[src/logic/esp_pkg.sv]
package esp_pkg;

  // execution state word layout
  localparam int unsigned ESP_RESET_VALUE  = 32'h0000_0000;
  localparam int unsigned ESP_ISA_BIT      = 24;
  localparam int unsigned ESP_HI_LSB       = 25;
  localparam int unsigned ESP_MID_LSB      = 10;
  localparam int unsigned ESP_RESUME_LSB   = 12;
  localparam int unsigned ESP_BLOCK_MAX    = 4;
  localparam logic [4:0]  ESP_ASR_ZERO_ENC = 5'h00;

  // instruction operation selects
  typedef enum logic [3:0] {
    ESP_OP_NONE,
    ESP_OP_PACK_BT,
    ESP_OP_PACK_TB,
    ESP_OP_SATURATING_ADD,
    ESP_OP_SATURATING_SUBTRACT,
    ESP_OP_SATURATING_DOUBLE_ADD,
    ESP_OP_SATURATING_DOUBLE_SUBTRACT,
    ESP_OP_QLANE,
    ESP_OP_MUL,
    ESP_OP_MULS,
    ESP_OP_MLA,
    ESP_OP_MLS,
    ESP_OP_BLOCK_OPEN
  } esp_op_e;

endpackage : esp_pkg

[src/logic/esp_core_state.sv]
// Overview of operation
// RL1 - application reads of the execution state return zero
// RL2 - application writes of the execution state are ignored
// RL3 - interrupt in a multiple transfer records next operand in bits 15:12
// RL4 - after servicing, the transfer resumes at the recorded operand
// RL5 - resume state keeps bits 26:25 and 11:10 at zero
// RL6 - conditional block covers at most four instructions, condition or inverse
// RL7 - exchange branches and pop to pc may clear the state bit
// RL8 - exception return reloads state bit; entry or reset use vector bit 0 (reset here clears the bit to 0)
// RL9 - executing with the state bit clear raises a fault
// RL10 - bottom-top pack: low of first, high of shifted second
// RL11 - top-bottom pack: high of first, low of shifted second
// RL12 - bottom-top shift is logical left 0 to 31
// RL13 - top-bottom shift is arithmetic right, zero field meaning 32
// RL14 - software must not target stack pointer or pc with packs
// RL15 - packs and block opening leave condition flags unchanged
// RL16 - conditional instructions other than branch belong in a block
// RL17 - a branch in a block must be its last instruction
// RL18 - scalar saturating ops may set sticky saturation, lane forms do not
// RL19 - multiply-accumulate keeps flags; flag-setting multiply updates n and z
// RL20 - block state advances per instruction and clears after the last
`timescale 1ns/1ps
`default_nettype none
module esp_core_state
  import esp_pkg::*;
(
  // clock and reset
  input  wire logic        clk,
  input  wire logic        rst,
  // instruction issue
  input  wire logic        issue,
  input  wire logic [3:0]  op,
  input  wire logic [31:0] opa,
  input  wire logic [31:0] opb,
  input  wire logic [31:0] opc,
  input  wire logic [4:0]  shamt,
  input  wire logic [7:0]  block_code,
  input  wire logic        branch_exchange,
  input  wire logic [31:0] branch_target,
  // multiple transfer progress
  input  wire logic        multi_active,
  input  wire logic [3:0]  multi_next_reg,
  input  wire logic        irq_take,
  // exception entry and return
  input  wire logic        exc_entry,
  input  wire logic [31:0] vector_value,
  input  wire logic        exc_return,
  input  wire logic [31:0] stacked_status,
  // special register access path
  input  wire logic        sr_read,
  input  wire logic        sr_write,
  input  wire logic [31:0] sr_wdata,
  // results
  output logic [31:0]      sr_rdata,
  output logic [31:0]      exec_state,
  output logic [31:0]      result,
  output logic             result_valid,
  output logic             flag_n,
  output logic             flag_z,
  output logic             flag_c,
  output logic             flag_v,
  output logic             flag_q,
  output logic             fault,
  output logic [3:0]       resume_reg,
  output logic             resume_valid,
  output logic             in_block,
  output logic             cond_invert
);

  logic [31:0] dp_result;
  logic        dp_sat;
  logic        isa_state;
  logic [7:0]  block_state;
  logic [3:0]  resume_operand_field;
  logic        resume_mode;
  logic        execute_ok;
  logic [7:0]  next_block_state;
  logic        block_base;
  logic        next_block_base;
  logic [2:0]  block_count;

  esp_datapath u_dp (
    .op      (op),
    .opa     (opa),
    .opb     (opb),
    .opc     (opc),
    .shamt   (shamt),
    .result  (dp_result),
    .sat_hit (dp_sat)
  );

  // only a valid state bit lets an instruction execute
  assign execute_ok = issue && isa_state;

  // state bit: exception return, entry and exchange branches
  always_ff @(posedge clk)
  begin
    if (rst)
      isa_state <= 1'b0;
    else if (exc_return)
      isa_state <= stacked_status[ESP_ISA_BIT]; // RL8
    else if (exc_entry)
      isa_state <= vector_value[0]; // RL8
    else if (execute_ok && branch_exchange)
      isa_state <= branch_target[0]; // RL7
  end

  // fault when issue attempted with the state bit clear
  always_ff @(posedge clk)
  begin
    if (rst)
      fault <= 1'b0;
    else
      fault <= issue && !isa_state && !exc_entry && !exc_return; // RL9
  end

  // next block state: shift mask, clear when exhausted
  always_comb
  begin
    next_block_state = block_state;
    next_block_base  = block_base;
    if (execute_ok && op == ESP_OP_BLOCK_OPEN)
    begin
      next_block_state = block_code; // RL6
      next_block_base  = block_code[4]; // RL6
    end
    else if (execute_ok && block_state[3:0] != 4'h0)
    begin
      if (block_state[2:0] == 3'h0)
        next_block_state = 8'h00; // RL20
      else
        next_block_state = {block_state[7:5],
                            block_state[3:0], 1'b0}; // RL20
    end
  end

  // conditional block state; a stacked word restores it on return
  always_ff @(posedge clk)
  begin
    if (rst)
      block_state <= 8'h00;
    else if (exc_return)
      block_state <= {stacked_status[15:10], stacked_status[26:25]};
    else if (exc_entry || irq_take)
      block_state <= 8'h00;
    else
      block_state <= next_block_state;
  end

  // base condition bit of the open block; a return cannot recover the
  // original one, so the resumed instruction becomes the reference
  always_ff @(posedge clk)
  begin
    if (rst)
      block_base <= 1'b0;
    else if (exc_return)
      block_base <= stacked_status[ESP_MID_LSB + 2]; // RL6
    else
      block_base <= next_block_base;
  end

  // instructions run in the open block, kept only for the length check
  always_ff @(posedge clk)
  begin
    if (rst)
      block_count <= 3'h0;
    else if (exc_return || exc_entry || irq_take)
      block_count <= 3'h0;
    else if (execute_ok && op == ESP_OP_BLOCK_OPEN)
      block_count <= 3'h0;
    else if (execute_ok && block_state[3:0] != 4'h0)
      block_count <= block_count + 3'h1;
  end

  // resume field capture on interrupt, consumed on resumption
  always_ff @(posedge clk)
  begin
    if (rst)
    begin
      resume_operand_field <= 4'h0;
      resume_mode          <= 1'b0;
    end
    else if (irq_take && multi_active)
    begin
      resume_operand_field <= multi_next_reg; // RL3
      resume_mode          <= 1'b1;
    end
    else if (exc_return && stacked_status[ESP_RESUME_LSB +: 4] != 4'h0 &&
             stacked_status[ESP_HI_LSB +: 2] == 2'b00)
    begin
      resume_operand_field <= stacked_status[ESP_RESUME_LSB +: 4]; // RL4
      resume_mode          <= 1'b1;
    end
    else if (execute_ok && multi_active && resume_mode)
      resume_mode <= 1'b0; // RL4
  end

  // visible execution state; resume mode zeroes the block bits except 15:12, which carry the operand field
  always_ff @(posedge clk)
  begin
    if (rst)
      exec_state <= ESP_RESET_VALUE;
    else if (resume_mode && !(exc_return))
      exec_state <= {5'h00, 2'b00, isa_state, 8'h00,
                     resume_operand_field, 2'b00, 10'h000}; // RL5
    else
      exec_state <= {5'h00, next_block_state[1:0], isa_state, 8'h00,
                     next_block_state[7:2], 10'h000};
  end

  // application reads always see zero
  always_ff @(posedge clk)
  begin
    if (rst)
      sr_rdata <= 32'h0000_0000;
    else if (sr_read)
      sr_rdata <= 32'h0000_0000; // RL1
    else
      sr_rdata <= 32'h0000_0000;
  end

  // sr_write and sr_wdata are deliberately not connected to any state
  logic unused_sr;
  assign unused_sr = sr_write ^ (^sr_wdata); // RL2

  // resume handshake towards the transfer sequencer
  always_ff @(posedge clk)
  begin
    if (rst)
    begin
      resume_reg   <= 4'h0;
      resume_valid <= 1'b0;
    end
    else
    begin
      resume_reg   <= resume_operand_field; // RL4
      resume_valid <= resume_mode;
    end
  end

  // block status outputs
  always_ff @(posedge clk)
  begin
    if (rst)
    begin
      in_block    <= 1'b0;
      cond_invert <= 1'b0;
    end
    else
    begin
      in_block    <= next_block_state[3:0] != 4'h0; // RL6
      cond_invert <= next_block_state[3:0] != 4'h0 &&
                     next_block_state[4] != next_block_base; // RL6
    end
  end

  // datapath result register
  always_ff @(posedge clk)
  begin
    if (rst)
    begin
      result       <= 32'h0000_0000;
      result_valid <= 1'b0;
    end
    else
    begin
      result       <= dp_result;
      result_valid <= execute_ok && op != ESP_OP_NONE &&
                      op != ESP_OP_BLOCK_OPEN;
    end
  end

  // flags: only flag-setting multiply touches n and z
  always_ff @(posedge clk)
  begin
    if (rst)
    begin
      flag_n <= 1'b0;
      flag_z <= 1'b0;
      flag_c <= 1'b0;
      flag_v <= 1'b0;
    end
    else if (execute_ok && op == ESP_OP_MULS) // RL15
    begin
      flag_n <= dp_result[31]; // RL19
      flag_z <= dp_result == 32'h0000_0000; // RL19
    end
  end

  // sticky saturation; lane forms never set it
  always_ff @(posedge clk)
  begin
    if (rst)
      flag_q <= 1'b0;
    else if (execute_ok && dp_sat && op >= ESP_OP_SATURATING_ADD &&
             op <= ESP_OP_SATURATING_DOUBLE_SUBTRACT)
      flag_q <= 1'b1; // RL18
  end

  // checks
  AST_READ_ZERO: assert property (@(posedge clk) disable iff (rst) // RL1
    $past(sr_read) |-> sr_rdata == 32'h0000_0000)
    else $error("read path not zero");
  AST_WRITE_IGNORED: assert property (@(posedge clk) disable iff (rst) // RL2
    sr_write && !exc_return && !exc_entry && !issue && !irq_take
    |=> $stable(isa_state))
    else $error("write changed state");
  AST_RESUME_CAPTURE: assert property (@(posedge clk) disable iff (rst) // RL3
    irq_take && multi_active |=> ##1 resume_reg == $past(multi_next_reg, 2)
    && resume_valid)
    else $error("resume field not captured");
  AST_RESUME_ZERO: assert property (@(posedge clk) disable iff (rst) // RL5
    $past(resume_mode) && !$past(exc_return) |->
    exec_state[26:25] == 2'b00 && exec_state[11:10] == 2'b00)
    else $error("resume state bits nonzero");
  AST_ENTRY_VEC: assert property (@(posedge clk) disable iff (rst) // RL8
    exc_entry && !exc_return |=> isa_state == $past(vector_value[0]))
    else $error("entry state bit wrong");
  AST_FAULT: assert property (@(posedge clk) disable iff (rst) // RL9
    issue && !isa_state && !exc_entry && !exc_return |=> fault)
    else $error("no fault on bad state");
  AST_BLOCK_LEN: assert property (@(posedge clk) disable iff (rst) // RL20
    execute_ok && op == ESP_OP_BLOCK_OPEN && block_code[3:0] != 4'h0
    && !exc_return && !exc_entry && !irq_take
    |-> ##[1:5] block_state[3:0] == 4'h0 || irq_take || exc_entry ||
    exc_return || op == ESP_OP_BLOCK_OPEN || !execute_ok)
    else $error("block longer than four");
  AST_BLOCK_COUNT: assert property (@(posedge clk) disable iff (rst) // RL6
    block_state[3:0] != 4'h0 |-> block_count < 3'h4)
    else $error("block ran past four instructions");
  AST_FLAGS_KEEP: assert property (@(posedge clk) disable iff (rst) // RL15
    op != ESP_OP_MULS |=> $stable(flag_n) && $stable(flag_z))
    else $error("flags changed");
  AST_Q_LANE: assert property (@(posedge clk) disable iff (rst) // RL18
    !flag_q && op == ESP_OP_QLANE |=> !flag_q)
    else $error("lane op set q");
  AST_PACK_BT: assert property (@(posedge clk) disable iff (rst) // RL10
    op == ESP_OP_PACK_BT |=> result[15:0] == $past(opa[15:0]))
    else $error("pack bt low half wrong");

  COV_BLOCK: cover property (@(posedge clk) execute_ok &&
    op == ESP_OP_BLOCK_OPEN ##1 in_block);
  COV_RESUME: cover property (@(posedge clk) irq_take && multi_active);
  COV_Q: cover property (@(posedge clk) $rose(flag_q));
  COV_FAULT: cover property (@(posedge clk) $rose(fault));
  COV_INVERT: cover property (@(posedge clk) $rose(cond_invert));

endmodule : esp_core_state
`default_nettype wire

[src/logic/esp_datapath.sv]
`timescale 1ns/1ps
`default_nettype none
module esp_datapath
  import esp_pkg::*;
(
  // operation and operands
  input  wire logic [3:0]  op,
  input  wire logic [31:0] opa,
  input  wire logic [31:0] opb,
  input  wire logic [31:0] opc,
  input  wire logic [4:0]  shamt,
  // combinational result
  output logic [31:0]      result,
  output logic             sat_hit
);

  // signed saturation of a 33-bit value to 32 bits
  function automatic logic [32:0] sat32(input logic [32:0] v);
    logic [32:0] r;
    r = v;
    if (v[32] != v[31])
      r = v[32] ? {1'b1, 32'h8000_0000} : {1'b0, 32'h7fff_ffff};
    return r;
  endfunction : sat32

  logic [31:0] sh_bt;
  logic [31:0] sh_tb;
  logic [32:0] dbl;
  logic [32:0] raw;
  logic [32:0] sat;
  logic        dbl_sat;
  logic [63:0] prod;

  // pack shifts: a zero asr field means a full 32-bit shift
  always_comb
  begin
    sh_bt = opb << shamt; // RL12
    if (shamt == ESP_ASR_ZERO_ENC)
      sh_tb = {32{opb[31]}}; // RL13
    else
      sh_tb = $signed(opb) >>> shamt; // RL13
  end

  // saturating arithmetic and multiply
  always_comb
  begin
    dbl     = sat32({opb[31], opb[30:0], 1'b0});
    dbl_sat = (opb[31] != opb[30]);
    prod    = opa * opb;
    raw     = 33'h0_0000_0000;
    sat     = 33'h0_0000_0000;
    result  = 32'h0000_0000;
    sat_hit = 1'b0;
    case (op)
      ESP_OP_PACK_BT: result = {sh_bt[31:16], opa[15:0]}; // RL10
      ESP_OP_PACK_TB: result = {opa[31:16], sh_tb[15:0]}; // RL11
      ESP_OP_SATURATING_ADD, ESP_OP_SATURATING_DOUBLE_ADD, ESP_OP_SATURATING_SUBTRACT, ESP_OP_SATURATING_DOUBLE_SUBTRACT:
      begin
        if (op == ESP_OP_SATURATING_ADD)
          raw = {opa[31], opa} + {opb[31], opb};
        else if (op == ESP_OP_SATURATING_SUBTRACT)
          raw = {opa[31], opa} - {opb[31], opb};
        else if (op == ESP_OP_SATURATING_DOUBLE_ADD)
          raw = {opa[31], opa} + {dbl[31], dbl[31:0]};
        else
          raw = {opa[31], opa} - {dbl[31], dbl[31:0]};
        sat     = sat32(raw);
        result  = sat[31:0];
        sat_hit = (raw[32] != raw[31]) ||
                  (dbl_sat && (op == ESP_OP_SATURATING_DOUBLE_ADD || op == ESP_OP_SATURATING_DOUBLE_SUBTRACT));
      end
      ESP_OP_MUL, ESP_OP_MULS: result = prod[31:0]; // RL19
      ESP_OP_MLA: result = opc + prod[31:0]; // RL19
      ESP_OP_MLS: result = opc - prod[31:0]; // RL19
      default: result = 32'h0000_0000;
    endcase
  end

endmodule : esp_datapath
`default_nettype wire

[config.mk]
export PLATFORM = sky130hd
export DESIGN_NAME = esp_core_state
export DESIGN_NICKNAME = d
export VERILOG_FILES = /design/src/logic/esp_pkg.sv /design/src/logic/esp_core_state.sv /design/src/logic/esp_datapath.sv
export SDC_FILE = /design/constraint.sdc
export NUM_CORES = 2
export LEC_CHECK = 0
export ABC_AREA = 1
export BUFFER_PORTS_ARGS = -buffer_cell sky130_fd_sc_hd__clkbuf_2
export CAP_MARGIN = 40
export CELL_PAD_IN_SITES_DETAIL_PLACEMENT = 2
export CELL_PAD_IN_SITES_GLOBAL_PLACEMENT = 2
export CORE_MARGIN = 3
export CORE_UTILIZATION = 30
export DETAILED_ROUTE_END_ITERATION = 16
export PLACE_DENSITY = 0.86
export REMOVE_ABC_BUFFERS = 1
export SYNTH_ARGS = -nofsm -noshare
export SYNTH_HDL_FRONTEND = slang
export SYNTH_SLANG_ARGS = --single-unit
[constraint.sdc]
create_clock -name clk -period 10.95 [get_ports clk]
set_input_delay 1.6425 -clock clk [delete_from_list [all_inputs] [get_ports clk]]
set_output_delay 1.6425 -clock clk [all_outputs]
set_load 0.02 [all_outputs]
# Word-level counts from Yosys, hierarchy flattened
# Cells that the tools add are included.
totals:
  register_bits: 86
  in_bits: 255
  out_inout_bits: 110
  elab_cells: 111
classes:
  add_sub_neg: 6
  multipliers: 1
  magnitude_cmp: 2
  eq_ne: 15
  shift: 2
  n_mux: 27
  n_reduce_logical: 41
op_table:
  columns: ["op", "n"]
  rows:
  - ["32-bit case mux with 6 select lines", 1]
  - ["33-bit two-way mux", 4]
  - ["32-bit two-way mux", 4]
  - ["32-bit by 32-bit adder with 33-bit output", 2]
  - ["32-bit by 32-bit subtractor with 33-bit output", 2]
  - ["8-bit two-way mux", 5]
  - ["32-bit adder", 1]
  - ["32-bit logical NOT", 1]
  - ["32-bit by 32-bit multiplier with 32-bit output", 1]
  - ["16-bit two-way mux", 2]
  - ["32-bit by 5-bit << shifter with 32-bit output", 1]
  - ["32-bit by 5-bit >>> shifter with 16-bit output", 1]
  - ["32-bit subtractor", 1]
  - ["1-bit logical AND", 21]
  - ["4-bit equality test (second input constant)", 5]
  - ["4-bit nonzero test", 4]
  - ["4-bit by 3-bit equality test with 1-bit output (second input constant)", 3]
  - ["1-bit two-way mux", 9]
  - ["4-bit by 2-bit equality test with 1-bit output (second input constant)", 2]
  - ["4-bit two-way mux", 2]
  - ["3-bit nonzero test", 2]
  - ["5-bit logical NOT", 1]
  - ["4-bit by 1-bit equality test with 1-bit output (second input constant)", 1]
  - ["4-bit by 2-bit greater-or-equal comparator with 1-bit output (second input constant)", 1]
  - ["other kinds (10)", 17]

# Longest topological paths before layout
depth:
  word_depth: 13
  mapped_depth: 58
  mapped_depth_nobuf: 57

# Modules after synthesis
# A second synthesis with hierarchy kept.
unflattened:
  hier_cells: 4769
  hier_area_um2: 30618.1
by_module_without_submodules:
  columns: ["module", "n_inst", "cells_each", "area_per_inst_um2", "seq_area_each_um2"]
  rows:
  - ["esp_datapath", 1, 4379, 27626.5, 0.0]
  - ["esp_core_state", 1, 390, 2991.6, 1361.3]

# Least setup slack after synthesis
# OpenSTA, ideal clock, no wires.
synth_timing:
  kind: "input -> register"
  start: "input opb[4]"
  end: "register flag_z"
  setup_ns: 0.070
  arrival_time_ns: 10.208
  t_required_ns: 10.880
  setup_slack_ns: 0.672
  cell_stages: 42
  n_path_buf: 3
  path_cell_list: "clkbuf_1 -> clkbuf_1 -> clkbuf_1 -> nand2_1 -> inv_1 -> fa_1 -> inv_1 -> fa_1 -> fa_1 -> fa_1 -> inv_1 -> fa_1 -> inv_1 -> fa_1 -> inv_1 -> fa_1 -> fa_1 -> ha_1 -> [6 not listed] -> nor3_1 -> nand2_1 -> nand2_1 -> xor2_1 -> ha_1 -> a21oi_1 -> o21ai_0 -> o21bai_1 -> a31oi_1 -> xor2_1 -> o21bai_1 -> a21oi_1 -> nand2_1 -> nor2_1 -> nand2_1 -> nor2_1 -> nand3_1 -> a21oi_1"
synth_via:
  elab_chain_cells: 10
  word_cells_on_any_way: 20
  classes_between: "add/sub: 6; mul: 1; eq/ne: 1; shift: 2; mux: 9; reduce/logical: 1"
synth_rtl:
  columns: ["item", "line_no", "source"]
  rows:
  - ["start, declared", "esp_core_state.sv:34", "input wire logic [31:0] opb,"]
  - ["parallel branches: the longest is 8 deep, another holds 32-bit by 32-bit multiplier with 32-bit output", null, null]
  - ["32-bit case mux with 6 select lines (*)", "esp_datapath.sv:54", "case (op)"]
  - ["32-bit logical NOT (*)", "esp_core_state.sv:286", "flag_z <= dp_result == 32'h0000_0000;"]
  - ["end signal, assigned", "esp_core_state.sv:279", "flag_z <= 1'b0;"]
  - ["end signal, assigned", "esp_core_state.sv:286", null]
  - ["end, declared", "esp_core_state.sv:59", "output logic flag_z,"]
# Mark *: on every way between the ends. The select of a mux whose other input is x is not followed.
# A chain may end at the register's enable or synchronous reset.

# Final worst setup path
layout_timing:
  start: "input opa[20]"
  end: "register flag_z"
layout_via:
  elab_chain_cells: 9
  word_cells_on_any_way: 16
  classes_between: "add/sub: 6; mul: 1; eq/ne: 1; mux: 7; reduce/logical: 1"
layout_rtl:
  columns: ["item", "line_no", "source"]
  rows:
  - ["start, declared", "esp_core_state.sv:33", "input wire logic [31:0] opa,"]
  - ["parallel branches: the longest is 7 deep, another holds 32-bit by 32-bit multiplier with 32-bit output", null, null]
  - ["32-bit case mux with 6 select lines (*)", "esp_datapath.sv:54", null]
  - ["32-bit logical NOT (*)", "esp_core_state.sv:286", null]
# Marked as above.

==> results.sh <==
export IMPL_first_pass_iters=5
export IMPL_crit_type="in -> reg"
export IMPL_crit_path_end_kind="flip-flop"
export IMPL_cts_buffer_depth=2
export IMPL_largest_register="result"
export IMPL_syn_inst=4641
export IMPL_die_w_um=323
export IMPL_synth_seq_area_share=0.0452
export IMPL_cts_buffers=9
export IMPL_ys_top_cells_by_area="fa_1 (27%), nand2_1 (16%), inv_1 (12%)"
export IMPL_max_freq_mhz=90.6
export IMPL_worst_slew_pin_slew_ns=1.02
export IMPL_synth_area_per_cell_um2=6.50
export IMPL_hold_depth=2
export IMPL_wirelength_um=164000
export IMPL_ant_nets=0
export IMPL_final_min_clock_period_ns=11.04
export IMPL_hpwl_um=132000
export IMPL_min_delay_worst_endpoint="resume_valid"
export IMPL_wire_per_inst_um=26.6
export IMPL_async_flop_share=0
export IMPL_setup_ws_ns=-0.0909
export IMPL_postLayoutCellArea_um2=34300
export IMPL_synth_top_cell_by_area="fa_1"
export IMPL_htree_num_levels=3
export IMPL_violations="negative setup slack"
export IMPL_final_nets=5722
export IMPL_clkTransAtPathRegs_ns=0.06
export IMPL_crit_path_start_kind="input port"
export IMPL_required_ns=11.20
export IMPL_synth_top_area_frac=0.272
export IMPL_min_from="resume_mode"
export IMPL_dieArea_um2=104000
export IMPL_fin_worst_skew_ns=0.0167
export IMPL_hold_viol_final=0
export IMPL_globalplace_congestion=0.957
export IMPL_grt_ovfl_total=0
export IMPL_postPlaceCellArea_um2=33300
export IMPL_drv_slew=0
export IMPL_rows=115
export IMPL_ys_flop_type="dfxtp_1"
export IMPL_setup_viol=2
export IMPL_run_status="finished with violations"
export IMPL_cp_max_fo=13
export IMPL_ys_ff_latch=68
export IMPL_syn2layout_area_growth_pct=13.7
export IMPL_synth_cell_types=63
export IMPL_hp_class="reg -> reg"
export IMPL_worstRegToRegCells=6
export IMPL_via_per_inst=5.36
export IMPL_maxCapViolCount=0
export IMPL_ioPinCount=365
export IMPL_antenna_found_initial=9
export IMPL_grt_start_max_net_pins=67
export IMPL_slew_headroom=0.312
export IMPL_critical_path_arrival_ns=11.29
export IMPL_worstSkewPairLatency_ns=0.34
export IMPL_die_h_um=323
export IMPL_io_buffer_count=188
export IMPL_r2r_start="isa_state"
export IMPL_drive_gt1_frac=0.130
export IMPL_start_util=0.305
export IMPL_synth_edf_count=0
export IMPL_cts_sinks=68
export IMPL_cts_tree="yes"
export IMPL_final_cell_mix="nand2_1 (1298), inv_1 (977), fa_1 (405)"
export IMPL_ys_warn_count=0
export IMPL_whs_ns=0.463
export IMPL_pre_cts_ws_ns=-0.364
export IMPL_grtUsageTotal=0.298
export IMPL_final_common_cell="nand2_1"
export IMPL_critPathMostFrequentCell="fa_1"
export IMPL_ff2ff_setup_slack_ns=8.39
export IMPL_max_stage_delay_ns=0.64
export IMPL_drc=0
export IMPL_largest_register_ff_count=32
export IMPL_finalCritPeriodShare=1.01
export IMPL_coreArea_um2=99000
export IMPL_grt_pass1_wl_um=234000
export IMPL_grt_pass1_vias=37600
export IMPL_drt_iter0_markers=2199
export IMPL_slowest_stage="fa_1"
export IMPL_vias=33100
export IMPL_reg_largest_list="result x32, exec_state x9, block_state x8"
export IMPL_clockRootBuffer="clkbuf_16"
export IMPL_netlist_area_um2=30100
export IMPL_r2r_end="cond_invert"
[logic make-up (layout without fill, tap and decap cells)]
group | count (synthesis) | count (layout) | share of synthesized area
simple gates | 1901 | 1901 | 0.263
other cells | 1 | 67 | 0.000124
xor+xnor | 172 | 172 | 0.0500
compound gates | 603 | 603 | 0.114
buf+inv | 1276 | 1449 | 0.170
mux | 18 | 18 | 0.00598
flops | 68 | 68 | 0.0452
fa+ha+maj | 602 | 602 | 0.352
[Yosys cell counts, drive strengths merged (3+ instances only)]
| cell type | number |
|---|---|
| xnor2 | 76 |
| o221ai | 14 |
| nor3 | 30 |
| buf | 139 |
| nand3b | 16 |
| fa | 410 |
| clkinv | 7 |
| or2 | 22 |
| nand2 | 1321 |
| ha | 192 |
| a32oi | 3 |
| o211ai | 17 |
| o21bai | 7 |
| o2111ai | 13 |
| nand3 | 201 |
| o22ai | 21 |
| nand4 | 32 |
| a22oi | 3 |
| a21o | 5 |
| xor2 | 96 |
| a31oi | 20 |
| nor2 | 269 |
| inv | 994 |
| mux2i | 18 |
| a221oi | 7 |
| a21oi | 241 |
| o21ai | 221 |
| clkbuf | 136 |
| nor4 | 7 |
| dfxtp | 68 |
| a21boi | 9 |
| o21a | 8 |
[timing repair]
action                     in CTS  in global routing
resized for setup              12                139
hold buffers                    0                  0
buffers inserted                0                 14
setup endpoints to repair       2                  9
pin swaps                       0                 21
gates cloned                    0                  0
[metal layers]
layer / part of all wire / vias to the layer above / GRT usage
li1: - / 14400 / -
met1: 0.37 / 16900 / 0.331
met2: 0.50 / 1245 / 0.543
met3: 0.056 / 556 / 0.0385
met4: 0.075 / 2 / 0.177
met5: 0.000085 / - / 0
[worst max-delay path, delay by kind of cell]
family / cells / cell delay [ns]
AOI/OAI and AO/OA: 7 / 1.27
and+or+nand+nor: 16 / 1.86
adders and majority gates: 10 / 4.84
buffers and inverters: 9 / 1.29
xor gates and xnor gates: 2 / 0.36
[how the worst max path moves through the flow]
stage            start  endpoint  slack, ns  depth (start not counted)
2_1_floorplan   opb[2]    flag_z       1.31                         38
3_3_place_gp    opb[3]    flag_z       0.14                         44
3_5_place_dp   opa[13]    flag_z      -0.36                         44
4_1_cts         opb[2]    flag_z       0.01                         48
5_1_grt        opa[20]    flag_z      -0.42                         44
6_report       opa[20]    flag_z      -0.09                         44
[cell type report]
class,instances,area [µm²]
Fill cell,12100,64700
Multi-Input combinational cell,3353,24200
Inverter,1001,3760
Timing Repair Buffer,432,2970
Tap cell,1287,1610
Sequential cell,68,1360
Clock buffer,9,225
Clock inverter,7,80.1
Antenna cell,10,25.0
[per-stage QoR]
stage,instances,util,setup TNS (ns)
global route,6161,0.346,-1.22
global placement,6124,0.336,0
floorplan,4422,-,0
finish,6167,0.346,-0.110
CTS,6143,0.340,0
detailed placement,6127,0.337,-1.04
Power is not shown: default switching activity piles up to over one toggle a cycle in this logic, so the estimate is an artifact.
